$ cat config.mk
export PLATFORM = sky130hd
export DESIGN_NAME = mtcp_tx_ctrl
export DESIGN_NICKNAME = d
export VERILOG_FILES = /design/src/hw/mtcp_pkg.sv /design/src/hw/mtcp_tx_ctrl.sv
export VERILOG_INCLUDE_DIRS = /design/src /design/src/hw
export SDC_FILE = /design/constraint.sdc
export NUM_CORES = 1
export LEC_CHECK = 0
export ABC_AREA = 1
export BUFFER_PORTS_ARGS = -buffer_cell sky130_fd_sc_hd__buf_2
export CAP_MARGIN = 20
export CORE_MARGIN = 2
export CORE_UTILIZATION = 50
export DETAILED_ROUTE_END_ITERATION = 6
export HOLD_SLACK_MARGIN = 0.02
export PLACE_DENSITY = 0.78
export SETUP_SLACK_MARGIN = 0.5
export SYNTH_ARGS = -nofsm -noshare
export SYNTH_HDL_FRONTEND = slang
export SYNTH_SLANG_ARGS = --single-unit
$ cat constraint.sdc
create_clock -name i_sys_clk -period 4.52 [get_ports i_sys_clk]
set_input_delay 0.678 -clock i_sys_clk [delete_from_list [all_inputs] [get_ports i_sys_clk]]
set_output_delay 0.678 -clock i_sys_clk [all_outputs]
set_load 0.01 [all_outputs]
$ cat src/hw/mtcp_defines.svh
/*
 * Constants for the MAC transmit control and PAUSE block: register offsets,
 * field positions, reset values, frame constants and nibble counts.
 * Assumes inclusion by bare name from the design; definitions only.
 */
`ifndef MTCP_DEFINES_SVH
`define MTCP_DEFINES_SVH

// register byte offsets on the bus
`define MTCP_OFS_MAC_CTRL    8'h00
`define MTCP_OFS_TX_CTRL     8'h04
`define MTCP_OFS_EVENT       8'h08
`define MTCP_OFS_SA_LOW      8'h0C
`define MTCP_OFS_SA_HIGH     8'h10
`define MTCP_OFS_PAUSE_OPD   8'h14

// field positions
`define MTCP_MAC_EN_BIT      0
`define MTCP_FCE_BIT         1
`define MTCP_GTS_BIT         0
`define MTCP_HBC_BIT         1
`define MTCP_FDX_BIT         2
`define MTCP_TFC_BIT         3
`define MTCP_EV_GSD_BIT      0
`define MTCP_EV_HB_BIT       1

// reset values
`define MTCP_TCR_RESET       4'h0
`define MTCP_MAC_CTRL_RESET  2'h0

// pause frame content
`define MTCP_PAUSE_TYPE      16'h8808
`define MTCP_PAUSE_OPCODE    16'h0001
`define MTCP_PAUSE_DA        48'h0180C2000001
`define MTCP_CRC_POLY        32'hEDB88320
`define MTCP_CRC_INIT        32'hFFFFFFFF

// nibble values and counts on the link, and frame byte counts
`define MTCP_PRE_NIB         4'h5
`define MTCP_SFD_NIB         4'hD
`define MTCP_PRE_LAST        5'h0F
`define MTCP_IFG_LAST        5'h17
`define MTCP_QUANTUM_LAST    7'h7F
`define MTCP_CTRL_BODY       7'h3C
`define MTCP_CTRL_LAST       7'h3F
`define MTCP_EARLY_LIMIT     7'h40

`endif

$ cat src/hw/mtcp_pkg.sv
/*
 * Types for the MAC transmit control and PAUSE block.
 * Assumes the defines header is compiled alongside; no imports are used.
 */
package mtcp_pkg;

	typedef enum logic [4:0] {
		MTCP_S_IDLE = 5'h01,
		MTCP_S_PRE  = 5'h02,
		MTCP_S_DATA = 5'h04,
		MTCP_S_CTRL = 5'h08,
		MTCP_S_GAP  = 5'h10
	} mtcp_tx_state_t;

	typedef struct packed {
		logic       tx_en;
		logic       tx_er;
		logic [3:0] txd;
	} mtcp_mii_tx_t;

endpackage

$ cat src/hw/mtcp_tx_ctrl.sv
/*
 * MAC transmit control: graceful stop, full duplex, heartbeat check,
 * PAUSE frame generation and honouring, station address registers.
 * Assumes a classic Wishbone master on the system clock, an MII PHY whose
 * transmit clock is much slower than the system clock, a byte stream from
 * the transmit FIFO on the system clock, and pause events from the receiver.
 */
// Chosen here: the Wishbone register port and the address map.
`include "mtcp_defines.svh"

// Functional notes
// - reset clears whole transmit control register
// - received pause bit tracks active pause
// - send-pause request halts data, raises done
// - send one PAUSE frame, clear request, resume
// - PAUSE frame allowed while stopped or paused
// - full duplex ignores carrier and collision
// - heartbeat check flags missing collision after frame
// - graceful stop finishes frame, then done event
// - idle graceful stop gives done at once
// - clearing graceful stop resumes next frame
// - early collision under stop retransmits later
// - low address bytes 0..3 for matching
// - pause source address from station registers
// - high register bytes 4,5 for matching
// - high register type field fixed 0x8808
// - opcode field fixed 0x0001
// - pause length sent as duration field
// - received pause halts data for duration
module mtcp_tx_ctrl (
	input  wire logic                 i_sys_clk,
	input  wire logic                 i_rst_n,
	input  wire logic                 i_wb_cyc,
	input  wire logic                 i_wb_stb,
	input  wire logic                 i_wb_we,
	input  wire logic [7:0]           i_wb_adr,
	input  wire logic [3:0]           i_wb_sel,
	input  wire logic [31:0]          i_wb_dat,
	output logic                      o_wb_ack,
	output logic      [31:0]          o_wb_dat,
	input  wire logic                 i_mii_tx_clk,
	input  wire logic                 i_mii_crs,
	input  wire logic                 i_mii_col,
	output mtcp_pkg::mtcp_mii_tx_t    o_mii_tx,
	input  wire logic                 i_frm_valid,
	input  wire logic [7:0]           i_frm_data,
	input  wire logic                 i_frm_last,
	output logic                      o_frm_ready,
	output logic                      o_frm_rewind,
	input  wire logic                 i_rx_pause_valid,
	input  wire logic [15:0]          i_rx_pause_quanta,
	output logic      [47:0]          o_station_addr
);

	function automatic logic [31:0] byte_merge(input logic [31:0] old_v,
		input logic [31:0] new_v, input logic [3:0] sel);
		logic [31:0] r;
		r = old_v;
		for (int i = 0; i < 4; i++) begin
			if (sel[i]) begin
				r[8*i +: 8] = new_v[8*i +: 8];
			end
		end
		return r;
	endfunction

	function automatic logic [31:0] crc32_byte(input logic [31:0] c, input logic [7:0] d);
		logic [31:0] r;
		r = c;
		for (int i = 0; i < 8; i++) begin
			r = (r[0] ^ d[i]) ? ((r >> 1) ^ `MTCP_CRC_POLY) : (r >> 1);
		end
		return r;
	endfunction

	// header bytes first, then zero pad up to the fcs
	function automatic logic [7:0] ctrl_byte(input logic [6:0] idx, input logic [47:0] sa,
		input logic [15:0] len);
		logic [143:0] hdr;
		int unsigned  sh;
		hdr = {`MTCP_PAUSE_DA, sa, `MTCP_PAUSE_TYPE, `MTCP_PAUSE_OPCODE, len};
		sh  = 0;
		if (idx < 7'h12) begin
			sh = 8 * (17 - int'(idx));
			return 8'(hdr >> sh);
		end
		return 8'h00;
	endfunction

	logic [2:0]                  sync_a;
	logic [2:0]                  sync_b;
	logic                        clk_prev;
	logic                        tick;
	logic                        crs_s;
	logic                        col_s;
	logic                        mac_enable;
	logic                        rx_fc_enable;
	logic [3:0]                  tcr_ctl;
	logic                        rx_paused;
	logic                        ev_gsd;
	logic                        ev_hb;
	logic [31:0]                 sa_low;
	logic [15:0]                 sa_upper;
	logic [15:0]                 pause_len;
	logic [15:0]                 pause_cnt;
	logic [6:0]                  quant_div;
	logic                        wb_req;
	logic                        wb_wr;
	logic [31:0]                 tcr_merged;
	logic [31:0]                 mac_merged;
	logic [31:0]                 sal_merged;
	logic [31:0]                 sah_merged;
	logic [31:0]                 opd_merged;
	mtcp_pkg::mtcp_tx_state_t    state;
	logic [4:0]                  nib_cnt;
	logic                        nib_hi;
	logic [6:0]                  byte_idx;
	logic [7:0]                  cur_byte;
	logic                        cur_last;
	logic                        cur_err;
	logic                        is_ctrl;
	logic [31:0]                 crc;
	logic                        hb_armed;
	logic                        hb_seen;
	logic                        hb_fail;
	logic                        tfc_done;
	logic                        halt_seen;
	logic                        gsd_set;
	logic [47:0]                 sa48;
	logic [7:0]                  ctrl_now;
	logic [7:0]                  src_byte;
	logic                        fdx;
	logic                        graceful_stop;
	logic                        tfc;
	logic                        early_col;
	logic                        carrier_ok;
	logic                        data_active;

	// link clock and carrier inputs cross in through two flops
	always_ff @(posedge i_sys_clk or negedge i_rst_n) begin
		if (!i_rst_n) begin
			sync_a   <= 3'h0;
			sync_b   <= 3'h0;
			clk_prev <= 1'b0;
		end else begin
			sync_a   <= {i_mii_col, i_mii_crs, i_mii_tx_clk};
			sync_b   <= sync_a;
			clk_prev <= sync_b[0];
		end
	end

	assign tick  = sync_b[0] & ~clk_prev;
	assign crs_s = sync_b[1];
	assign col_s = sync_b[2];

	assign graceful_stop         = tcr_ctl[`MTCP_GTS_BIT];
	assign fdx         = tcr_ctl[`MTCP_FDX_BIT];
	assign tfc         = tcr_ctl[`MTCP_TFC_BIT];
	assign sa48        = {sa_low, sa_upper};
	assign carrier_ok  = fdx | ~crs_s;
	assign early_col   = ~fdx & col_s & (byte_idx < `MTCP_EARLY_LIMIT);
	assign data_active = (state == mtcp_pkg::MTCP_S_PRE || state == mtcp_pkg::MTCP_S_DATA)
		& ~is_ctrl;
	assign gsd_set     = (graceful_stop | tfc) & ~halt_seen & ~data_active;

	// fcs goes out complemented, low byte first
	always_comb begin
		if (byte_idx < `MTCP_CTRL_BODY) begin
			ctrl_now = ctrl_byte(byte_idx, sa48, pause_len);
		end else begin
			ctrl_now = 8'(~crc >> (8 * int'(byte_idx - `MTCP_CTRL_BODY)));
		end
		src_byte = is_ctrl ? ctrl_now : cur_byte;
	end

	assign wb_req     = i_wb_cyc & i_wb_stb & ~o_wb_ack;
	assign wb_wr      = i_wb_cyc & i_wb_stb & i_wb_we & o_wb_ack;
	assign tcr_merged = byte_merge({28'h0000000, tcr_ctl}, i_wb_dat, i_wb_sel);
	assign mac_merged = byte_merge({30'h00000000, rx_fc_enable, mac_enable}, i_wb_dat, i_wb_sel);
	assign sal_merged = byte_merge(sa_low, i_wb_dat, i_wb_sel);
	assign sah_merged = byte_merge({sa_upper, `MTCP_PAUSE_TYPE}, i_wb_dat, i_wb_sel);
	assign opd_merged = byte_merge({`MTCP_PAUSE_OPCODE, pause_len}, i_wb_dat, i_wb_sel);

	// one wait state: ack follows the request, drops after one cycle
	always_ff @(posedge i_sys_clk or negedge i_rst_n) begin
		if (!i_rst_n) begin
			o_wb_ack <= 1'b0;
			o_wb_dat <= 32'h00000000;
		end else begin
			o_wb_ack <= wb_req;
			if (wb_req) begin
				case (i_wb_adr)
					`MTCP_OFS_MAC_CTRL:  o_wb_dat <= {30'h00000000, rx_fc_enable, mac_enable};
					`MTCP_OFS_TX_CTRL:   o_wb_dat <= {27'h0000000, rx_paused, tcr_ctl};
					`MTCP_OFS_EVENT:     o_wb_dat <= {30'h00000000, ev_hb, ev_gsd};
					`MTCP_OFS_SA_LOW:    o_wb_dat <= sa_low;
					`MTCP_OFS_SA_HIGH:   o_wb_dat <= {sa_upper, `MTCP_PAUSE_TYPE};
					`MTCP_OFS_PAUSE_OPD: o_wb_dat <= {`MTCP_PAUSE_OPCODE, pause_len};
					default:             o_wb_dat <= 32'h00000000;
				endcase
			end
		end
	end

	// a software write wins over the hardware clear of the pause request
	always_ff @(posedge i_sys_clk or negedge i_rst_n) begin
		if (!i_rst_n) begin
			tcr_ctl <= `MTCP_TCR_RESET;
		end else if (wb_wr && i_wb_adr == `MTCP_OFS_TX_CTRL) begin
			tcr_ctl <= tcr_merged[3:0];
		end else if (tfc_done) begin
			tcr_ctl[`MTCP_TFC_BIT] <= 1'b0;
		end
	end

	always_ff @(posedge i_sys_clk or negedge i_rst_n) begin
		if (!i_rst_n) begin
			{rx_fc_enable, mac_enable} <= `MTCP_MAC_CTRL_RESET;
		end else if (wb_wr && i_wb_adr == `MTCP_OFS_MAC_CTRL) begin
			{rx_fc_enable, mac_enable} <= mac_merged[1:0];
		end
	end

	// write-one-to-clear; a new event in the same cycle stays set
	always_ff @(posedge i_sys_clk or negedge i_rst_n) begin
		if (!i_rst_n) begin
			ev_gsd    <= 1'b0;
			ev_hb     <= 1'b0;
			halt_seen <= 1'b0;
		end else begin
			ev_gsd    <= (ev_gsd & ~(wb_wr && i_wb_adr == `MTCP_OFS_EVENT
				&& i_wb_sel[0] && i_wb_dat[`MTCP_EV_GSD_BIT])) | gsd_set;
			ev_hb     <= (ev_hb & ~(wb_wr && i_wb_adr == `MTCP_OFS_EVENT
				&& i_wb_sel[0] && i_wb_dat[`MTCP_EV_HB_BIT])) | hb_fail;
			halt_seen <= (graceful_stop | tfc) & (halt_seen | gsd_set);
		end
	end

	// left unreset on purpose: software must load these before use
	always_ff @(posedge i_sys_clk) begin
		if (wb_wr && i_wb_adr == `MTCP_OFS_SA_LOW) begin
			sa_low <= sal_merged;
		end
		if (wb_wr && i_wb_adr == `MTCP_OFS_SA_HIGH) begin
			sa_upper <= sah_merged[31:16];
		end
		if (wb_wr && i_wb_adr == `MTCP_OFS_PAUSE_OPD) begin
			pause_len <= opd_merged[15:0];
		end
	end

	always_ff @(posedge i_sys_clk or negedge i_rst_n) begin
		if (!i_rst_n) begin
			o_station_addr <= 48'h000000000000;
		end else begin
			o_station_addr <= {sa_low[31:24], sa_low[23:16], sa_low[15:8], sa_low[7:0],
				sa_upper[15:8], sa_upper[7:0]};
		end
	end

	// one quantum is 512 bit times, 128 nibble clocks
	always_ff @(posedge i_sys_clk or negedge i_rst_n) begin
		if (!i_rst_n) begin
			pause_cnt <= 16'h0000;
			quant_div <= 7'h00;
			rx_paused <= 1'b0;
		end else if (i_rx_pause_valid && rx_fc_enable) begin
			pause_cnt <= i_rx_pause_quanta;
			quant_div <= 7'h00;
			rx_paused <= (i_rx_pause_quanta != 16'h0000);
		end else if (rx_paused && tick) begin
			if (quant_div == `MTCP_QUANTUM_LAST) begin
				quant_div <= 7'h00;
				pause_cnt <= pause_cnt - 16'h0001;
				if (pause_cnt == 16'h0001) begin
					rx_paused <= 1'b0;
				end
			end else begin
				quant_div <= quant_div + 7'h01;
			end
		end
	end

	// fifo byte arrives in the cycle ready is high
	always_ff @(posedge i_sys_clk or negedge i_rst_n) begin
		if (!i_rst_n) begin
			cur_byte <= 8'h00;
			cur_last <= 1'b0;
			cur_err  <= 1'b0;
		end else if (o_frm_ready) begin
			cur_byte <= i_frm_data;
			cur_last <= i_frm_last | ~i_frm_valid;
			cur_err  <= ~i_frm_valid;
		end
	end

	// transmit sequencer, one step per link clock edge
	always_ff @(posedge i_sys_clk or negedge i_rst_n) begin
		if (!i_rst_n) begin
			state        <= mtcp_pkg::MTCP_S_IDLE;
			o_mii_tx     <= '0;
			o_frm_ready  <= 1'b0;
			o_frm_rewind <= 1'b0;
			nib_cnt      <= 5'h00;
			nib_hi       <= 1'b0;
			byte_idx     <= 7'h00;
			is_ctrl      <= 1'b0;
			crc          <= `MTCP_CRC_INIT;
			hb_armed     <= 1'b0;
			hb_seen      <= 1'b0;
			hb_fail      <= 1'b0;
			tfc_done     <= 1'b0;
		end else begin
			o_frm_ready  <= 1'b0;
			o_frm_rewind <= 1'b0;
			hb_fail      <= 1'b0;
			tfc_done     <= 1'b0;
			if (tick) begin
				case (state)
					mtcp_pkg::MTCP_S_IDLE: begin
						o_mii_tx <= '0;
						byte_idx <= 7'h00;
						nib_cnt  <= 5'h01;
						if (mac_enable && tfc && carrier_ok) begin
							is_ctrl  <= 1'b1;
							state    <= mtcp_pkg::MTCP_S_PRE;
							o_mii_tx <= '{tx_en: 1'b1, tx_er: 1'b0, txd: `MTCP_PRE_NIB};
						end else if (mac_enable && !graceful_stop && !tfc && !rx_paused && i_frm_valid
							&& carrier_ok) begin
							is_ctrl  <= 1'b0;
							state    <= mtcp_pkg::MTCP_S_PRE;
							o_mii_tx <= '{tx_en: 1'b1, tx_er: 1'b0, txd: `MTCP_PRE_NIB};
						end
					end
					mtcp_pkg::MTCP_S_PRE: begin
						if (early_col) begin
							o_mii_tx     <= '0;
							o_frm_rewind <= ~is_ctrl;
							hb_armed     <= 1'b0;
							nib_cnt      <= 5'h00;
							state        <= mtcp_pkg::MTCP_S_GAP;
						end else if (nib_cnt == `MTCP_PRE_LAST) begin
							o_mii_tx.txd <= `MTCP_SFD_NIB;
							nib_hi       <= 1'b0;
							crc          <= `MTCP_CRC_INIT;
							o_frm_ready  <= ~is_ctrl;
							state        <= is_ctrl ? mtcp_pkg::MTCP_S_CTRL : mtcp_pkg::MTCP_S_DATA;
						end else begin
							o_mii_tx.txd <= `MTCP_PRE_NIB;
							nib_cnt      <= nib_cnt + 5'h01;
						end
					end
					mtcp_pkg::MTCP_S_DATA,
					mtcp_pkg::MTCP_S_CTRL: begin
						nib_cnt <= 5'h00;
						if (early_col) begin
							// no jam; the frame is replayed from its start
							o_mii_tx     <= '0;
							o_frm_rewind <= ~is_ctrl;
							hb_armed     <= 1'b0;
							state        <= mtcp_pkg::MTCP_S_GAP;
						end else if (!is_ctrl && cur_err) begin
							o_mii_tx <= '{tx_en: 1'b1, tx_er: 1'b1, txd: 4'h0};
							hb_armed <= 1'b0;
							state    <= mtcp_pkg::MTCP_S_GAP;
						end else if (!nib_hi) begin
							o_mii_tx.txd <= src_byte[3:0];
							nib_hi       <= 1'b1;
						end else begin
							o_mii_tx.txd <= src_byte[7:4];
							nib_hi       <= 1'b0;
							byte_idx     <= (byte_idx == `MTCP_EARLY_LIMIT) ? byte_idx
								: byte_idx + 7'h01;
							if (is_ctrl && byte_idx < `MTCP_CTRL_BODY) begin
								crc <= crc32_byte(crc, src_byte);
							end
							if (is_ctrl ? (byte_idx == `MTCP_CTRL_LAST) : cur_last) begin
								tfc_done <= is_ctrl;
								hb_armed <= tcr_ctl[`MTCP_HBC_BIT] & ~fdx;
								state    <= mtcp_pkg::MTCP_S_GAP;
							end else begin
								o_frm_ready <= ~is_ctrl;
							end
						end
					end
					mtcp_pkg::MTCP_S_GAP: begin
						// the interframe gap doubles as the heartbeat window
						o_mii_tx <= '0;
						hb_seen  <= (hb_seen | col_s) & (nib_cnt != 5'h00 | col_s);
						if (nib_cnt == `MTCP_IFG_LAST) begin
							hb_fail  <= hb_armed & ~hb_seen & ~col_s;
							hb_armed <= 1'b0;
							hb_seen  <= 1'b0;
							state    <= mtcp_pkg::MTCP_S_IDLE;
						end else begin
							nib_cnt <= nib_cnt + 5'h01;
						end
					end
					default: begin
						o_mii_tx <= '0;
						state    <= mtcp_pkg::MTCP_S_IDLE;
					end
				endcase
			end
		end
	end

endmodule // mtcp_tx_ctrl

==> flow_metrics.py, run 1 <==
metrics = {
    "run_status": {
        "status": "completed",
    },
    "grt": {
        "grt.total_usage_pct": 27.3,
        "grt_max_degree": 120,
        "grt_pass1_wl_mm": 61.2,
        "grt_overflow": 0,
        "grt_pass1_vias": 11300,
        "antenna_found_initial": 2,
    },
    "min_path": {
        "hold_class": "input port to flip-flop",
    },
    "finish": {
        "final_cell_mix": "nand2_1 (423), inv_1 (178), buf_2 (167), dfrtp_1 (160), nand3_1 (131)",
        "drive_gt1_share_pct": 19.6,
        "final_nets": 1836,
        "layout_commonest_cell": "nand2_1",
        "fillers": 2296,
        "synthToLayoutAreaGrowth_pct": 16.0,
    },
    "sta": {
        "min_period_ns": 3.67,
        "final_hold_viol_count": 0,
        "setup_ws_ns": 0.848,
        "setup_viol": 0,
        "fin_setup_tns_ns": 0,
        "rsz0062_at_grt": "false",
        "whs_ns": 0.222,
        "fin_worst_skew_ns": 0.0101,
        "max_freq_ghz": 0.272,
        "tightestPinTransition_ns": 0.987,
        "timing.final.crit_share_pct": 81.2,
        "slew-limit-headroom_pct": 34.1,
        "finalMaxSlewViolations": 0,
    },
    "floorplan": {
        "io_pins": 168,
        "placementRows": 59,
        "coreArea_mm2": 0.0260,
        "die_h_um": 166,
        "start_util_pct": 50.8,
        "die_area_mm2": 0.0277,
        "die_w_um": 166,
    },
    "setup_path": {
        "worstPathRequired_ns": 5.01,
        "cp-end-kind": "flip-flop",
        "cp_num_buf_inv": 3,
        "cp_top_family": "simple AND/OR/NAND/NOR gates",
        "crit_path_max_fanout": 17,
        "cpPeakStageDelay_ns": 0.47,
        "rrSetupSlack_ns": 0.85,
        "worst-setup-path-type": "flip-flop to flip-flop",
        "critPathMostFrequentCell": "nand2_1",
        "cp_slowest_cell": "dfrtp_1",
        "cp_data_arrival_time_ns": 4.16,
        "start_kind": "flip-flop",
    },
    "pwr": {
        "p_clk_share_pct": 30.2,
        "pwr-share-comb_pct": 32.6,
        "seqPwrFrac_pct": 37.2,
        "p_switching_mw": 2.94,
        "powerDensity_mw_per_mm2": 502,
        "power.share.switching_pct": 38.2,
        "p_int_mw": 4.75,
        "ir_drop_v": 0.000359,
        "leakagePower_nw": 7.43,
    },
    "detailed_routing": {
        "top_layer": "met5",
        "first_iter_violations": 1138,
        "first_pass_iters": 6,
        "post-route-drc-count": 0,
        "wl_met1_mm": 16.2,
        "vias": 11700,
        "wl_met3_mm": 3.31,
        "via_per_inst": 5.57,
        "drt_wl_total_mm": 38.1,
        "wl_met2_mm": 17.8,
        "postRouteAntennaNets": 0,
        "wl_per_cell_um": 18.1,
    },
    "logic_synthesis": {
        "avgSynthCellArea_um2": 8.36,
        "synth_edf_count": 64,
        "synth_nets": 1671,
        "netlist_area_mm2": 0.0132,
        "yosysSeqAreaShare_pct": 51.6,
        "ys_types": 57,
        "yosysWarnings": 0,
        "synth_cells": 1580,
        "synth-seq-cells": 258,
        "synthArstFlopShare_pct": 75.2,
        "yosys_most_used_dff": "dfrtp_1",
    },
    "clocking": {
        "cts.sinks": 258,
        "cts_made_buffers": 27,
        "post_cts_buffers": 0,
        "insertion_delay_ns": 0.56,
        "htreeDepth": 1,
        "clkTransAtPathRegs_ns": 0.06,
        "clockBufferDepth": 3,
        "cts_tree": "done",
        "root_buffer": "clkbuf_16",
    },
    "place": {
        "dp_hpwl_mm": 27.4,
        "gp_congestion": 0.987,
        "portBuffers": 167,
        "pre_cts_ws_ns": 0.855,
    },
    "run": {
        "maxCapViolCount": 0,
    },
}
[power by group through the flow]
stage | sequential [mW] | combinational [mW] | clock [mW]
after floorplan | 2.81 | 1.80 | 0
after global placement | 2.89 | 2.43 | 0
after detailed placement | 2.89 | 2.44 | 0
after CTS | 2.85 | 2.45 | 2.36
after global routing | 2.88 | 2.78 | 2.46
final | 2.86 | 2.51 | 2.33
[per-layer routing]
layer	vias to the layer above	GRT usage (%)
li1	5553	-
met5	-	0
met4	2	7.83
met2	549	44.5
met3	66	4.66
met1	5537	37.9
[cells by family after synthesis]
| family | Yosys count | share of synthesized area, % |
|---|---|---|
| and+or+nand+nor | 796 | 27.1 |
| DFF | 258 | 51.6 |
| AOI/OAI and AO/OA | 251 | 11.3 |
| buffers and inverters | 240 | 7.31 |
| xor gates and xnor gates | 23 | 1.53 |
| adders and majority gates | 12 | 1.14 |
[state kept, by name (all words and copies together) (netlist names), 4 cells and up]
name            flops
o_station_addr     48
crc                32
o_wb_dat           32
sa_low             32
pause_cnt          16
pause_len          16
sa_upper           16
cur_byte            8
byte_idx            7
quant_div           7
o_mii_tx            6
nib_cnt             5
state               5
tcr_ctl             4
[cells in the mapped netlist, types with 2 or more instances]
cell type	count	area, um2
edfxtp_1	64	1920
nand3_1	131	656
nand2_2	37	231
nand2_4	13	146
inv_1	178	668
o211ai_2	2	25.0
a21oi_1	55	275
nor3_1	24	120
nand3_2	5	50.1
a22o_1	17	149
nand3b_1	7	52.6
o221ai_1	4	35.0
o31ai_1	3	22.5
a21o_1	2	15.0
xor2_1	21	184
clkbuf_1	28	105
buf_1	2	7.51
a21oi_2	2	17.5
ha_1	12	150
nand3_4	2	35.0
nor2_4	2	22.5
a221oi_1	4	35.0
a31oi_1	4	25.0
nand2_1	423	1590
nand4_1	19	119
o211ai_1	5	37.5
buf_6	4	45.0
o22ai_1	24	150
o21ai_1	9	45.0
xnor2_1	2	17.5
a211oi_1	8	60.1
dfstp_2	33	867
buf_4	3	22.5
clkinv_1	2	7.51
buf_2	11	55.1
dfrtp_1	161	4030
o21ai_0	104	521
inv_2	9	33.8
nor4_1	11	68.8
nor2_1	116	435
[path summary, 6_finish.rpt]
check	end	cells past startpoint	startpoint
max in group asynchronous	o_wb_dat[2]$_DFFE_PN0P_	2	i_rst_n
min in group asynchronous	byte_idx[1]$_DFFE_PN0P_	1	i_rst_n
max	crc[25]$_DFFE_PN1P_	25	byte_idx[2]$_DFFE_PN0P_
min	sync_a[0]$_DFF_PN0_	1	i_mii_tx_clk
max reg2reg	crc[25]$_DFFE_PN1P_	25	byte_idx[2]$_DFFE_PN0P_
min reg2reg	sync_b[1]$_DFF_PN0_	0	sync_a[1]$_DFF_PN0_
[metrics by stage]
stage / instance area, um2 / util, % / power, mW / std cells
2_1_floorplan: 13200 / - / 4.61 / 1580
3_3_place_gp: 14400 / 55.2 / 5.33 / 2047
4_1_cts: 15300 / 58.8 / 7.66 / 2097
6_report: 15300 / 58.9 / 7.69 / 2103
5_1_grt: 15300 / 58.9 / 8.11 / 2102
3_5_place_dp: 14400 / 55.2 / 5.33 / 2047
[area by class of cell]
cell class                 count  area, um2  area share [%]
timing repair buffer         183        972            6.35
tap                          335        419            2.74
sequential                   258       6820            44.5
inverter                     192        729            4.76
clock inverter                23        254            1.66
clock buffer                  27        676            4.41
multi-input combinational   1083       5440            35.5
antenna                        2       5.00          0.0327
[worst reg2reg max path: cells and delay by family (launching register included)]
family,cells,cell delay (ns)
buffers and inverters,3,0.31
AND/OR/NAND/NOR,20,2.43
adder cells (fa/ha/maj),1,0.24
flip-flops,1,0.47
AO/OA/AOI/OAI,1,0.18
[what timing repair did]
| item | 4_1_cts | 5_1_grt |
|---|---|---|
| gates resized for setup | 0 | 0 |
| hold buffers | 0 | 0 |
| endpoints found under the setup margin | 0 | 6 |
No activity file was read; power rests on OpenSTA's default activity.
==> run 2: changes to the inputs <==
- clock period: 4.52 -> 3.7 ns (I/O delays scaled with it)
==> run 2 against run 1 <==
Compared with the run above: register-to-register slack worse by 0.18 ns; largest power group unchanged; fmax grew 21%; highest routed layer unchanged; global-route usage fell by 0.42 points; clock skew up 0.037 ns; flip-flop and latch count stayed put; critical path type unchanged; sequential share of layout area fell by 1.4 points.
==> flow_metrics.py, run 2 (same netlist as run 1, synthesis figures left out) <==
metrics = {
    "run_status": {
        "status": "completed",
    },
    "sta": {
        "min_period_ns": 3.03,
        "timing.final.crit_share_pct": 82.0,
        "finalMaxSlewViolations": 0,
        "setup_ws_ns": 0.665,
        "fin_worst_skew_ns": 0.0472,
        "fin_setup_tns_ns": 0,
        "rsz0062_at_grt": "false",
        "setup_viol": 0,
        "tightestPinTransition_ns": 0.792,
        "final_hold_viol_count": 0,
        "max_freq_ghz": 0.329,
        "slew-limit-headroom_pct": 47.0,
    },
    "finish": {
        "drive_gt1_share_pct": 22.4,
        "synthToLayoutAreaGrowth_pct": 19.8,
        "stdcell_count": 2141,
        "final_cell_mix": "nand2_1 (405), inv_1 (178), buf_2 (166), dfrtp_1 (158), nand3_1 (130)",
        "layout_commonest_cell": "nand2_1",
        "regMostFlops": "o_station_addr",
        "stdcell_area_mm2": 0.0158,
        "final_nets": 1875,
        "largest_register_ffs": 48,
        "fillers": 2258,
    },
    "detailed_routing": {
        "postRouteAntennaNets": 0,
        "via_per_inst": 5.52,
        "drt_wl_total_mm": 38.6,
        "first_iter_violations": 1272,
        "first_pass_iters": 5,
        "vias": 11800,
        "post-route-drc-count": 0,
        "wl_per_cell_um": 18.0,
    },
    "grt": {
        "grt_pass1_vias": 11200,
        "grt_pass1_wl_mm": 60.0,
        "grt_max_degree": 83,
        "grt.total_usage_pct": 26.9,
        "grt_overflow": 0,
        "antenna_found_initial": 1,
    },
    "setup_path": {
        "cp_top_family": "simple AND/OR/NAND/NOR gates",
        "cp-end-kind": "flip-flop",
        "worst-setup-path-type": "flip-flop to flip-flop",
        "cp_num_buf_inv": 5,
        "cpPeakStageDelay_ns": 0.45,
        "worstPathRequired_ns": 4.17,
        "crit_path_max_fanout": 8,
        "critPathMostFrequentCell": "nand2_1",
        "cp_data_arrival_time_ns": 3.51,
        "cp_slowest_cell": "dfrtp_2",
        "start_kind": "flip-flop",
    },
    "place": {
        "dp_hpwl_mm": 27.9,
        "portBuffers": 167,
        "pre_cts_ws_ns": 0.324,
        "gp_congestion": 0.992,
        "placed_cells": 2065,
        "placed_area_mm2": 0.0145,
    },
    "clocking": {
        "cts_tree": "done",
        "insertion_delay_ns": 0.59,
        "clkTransAtPathRegs_ns": 0.06,
        "cts_made_buffers": 28,
        "clockBufferDepth": 3,
        "htreeDepth": 1,
        "cts.sinks": 258,
        "root_buffer": "clkbuf_16",
    },
    "floorplan": {
        "die_h_um": 166,
        "coreArea_mm2": 0.0260,
        "io_pins": 168,
        "start_util_pct": 50.8,
        "die_w_um": 166,
        "die_area_mm2": 0.0277,
        "placementRows": 59,
    },
    "pwr": {
        "powerDensity_mw_per_mm2": 598,
        "power_mw": 9.45,
        "ir_drop_v": 0.000361,
        "leakagePower_nw": 7.61,
    },
    "run": {
        "maxCapViolCount": 0,
    },
    "min_path": {
        "hold_class": "input port to async pin",
    },
}
run 2: changes by cell type in the layout (fill, tap and decap cells not counted), moves of 3 or more:
cell       before  now
buf_4          12   47
nand2_1       423  405
nand2_2        37   46
clkbuf_1        0    8
clkinv_2        7    2
nand2_8         0    5
nand2_4        13   17
bufinv_16       4    1
clkbuf_16      27   30
run 2: report_power, final:
part,total (mW),switching (mW),internal [mW]
logic,3.26,2.17,1.10
clock network,2.68,1.18,1.50
registers,3.50,0.267,3.24
total,9.45,3.62,5.83
run 2: cell type report:
| class | count | area [um2] | share of cell area (%) |
|---|---|---|---|
| Sequential cell | 258 | 6820 | 43.1 |
| Multi-Input combinational cell | 1083 | 5620 | 35.5 |
| Timing Repair Buffer | 221 | 1330 | 8.41 |
| Clock buffer | 37 | 744 | 4.71 |
| Inverter | 192 | 737 | 4.66 |
| Tap cell | 335 | 419 | 2.65 |
| Clock inverter | 14 | 139 | 0.878 |
| Antenna cell | 1 | 2.50 | 0.0158 |
run 2: final timing paths:
path / start / to / slack (ns) / depth (start not counted)
max: byte_idx[2]$_DFFE_PN0P_ / crc[4]$_DFFE_PN1P_ / 0.67 / 27
min: i_rst_n / o_station_addr[21]$_DFF_PN0_ / 0.02 / 1
max reg2reg: byte_idx[2]$_DFFE_PN0P_ / crc[4]$_DFFE_PN1P_ / 0.67 / 27
min reg2reg: sync_a[1]$_DFF_PN0_ / sync_b[1]$_DFF_PN0_ / 0.34 / 0
max in group asynchronous: i_rst_n / crc[3]$_DFFE_PN1P_ / 2.69 / 2
min in group i_sys_clk: i_mii_crs / sync_a[1]$_DFF_PN0_ / 0.10 / 1
run 2: metal layers:
| layer | share of wire (%) | GRT usage (%) | vias up |
|---|---|---|---|
| met4 | 2.7 | 8.17 | 2 |
| li1 | - | - | 5633 |
| met1 | 43 | 37.8 | 5609 |
| met3 | 7.4 | 4.28 | 79 |
| met2 | 47 | 43.4 | 504 |
| met5 | 0.034 | 0 | - |
run 2: per-stage QoR:
step,hold WS (ns),utilization [%]
after global placement,0.333,55.8
after global routing,0.0800,60.8
after detailed placement,0.336,55.8
final,0.0235,60.8
after CTS,0.0454,59.4
after floorplan,0.259,-
run 2: timing repair:
item                       in CTS  in global routing
hold buffers                    0                  0
setup endpoints to repair      20                 27
resized for setup               4                 44
buffers inserted                3                 18
cloned                          0                  3
pin swaps                       1                 18
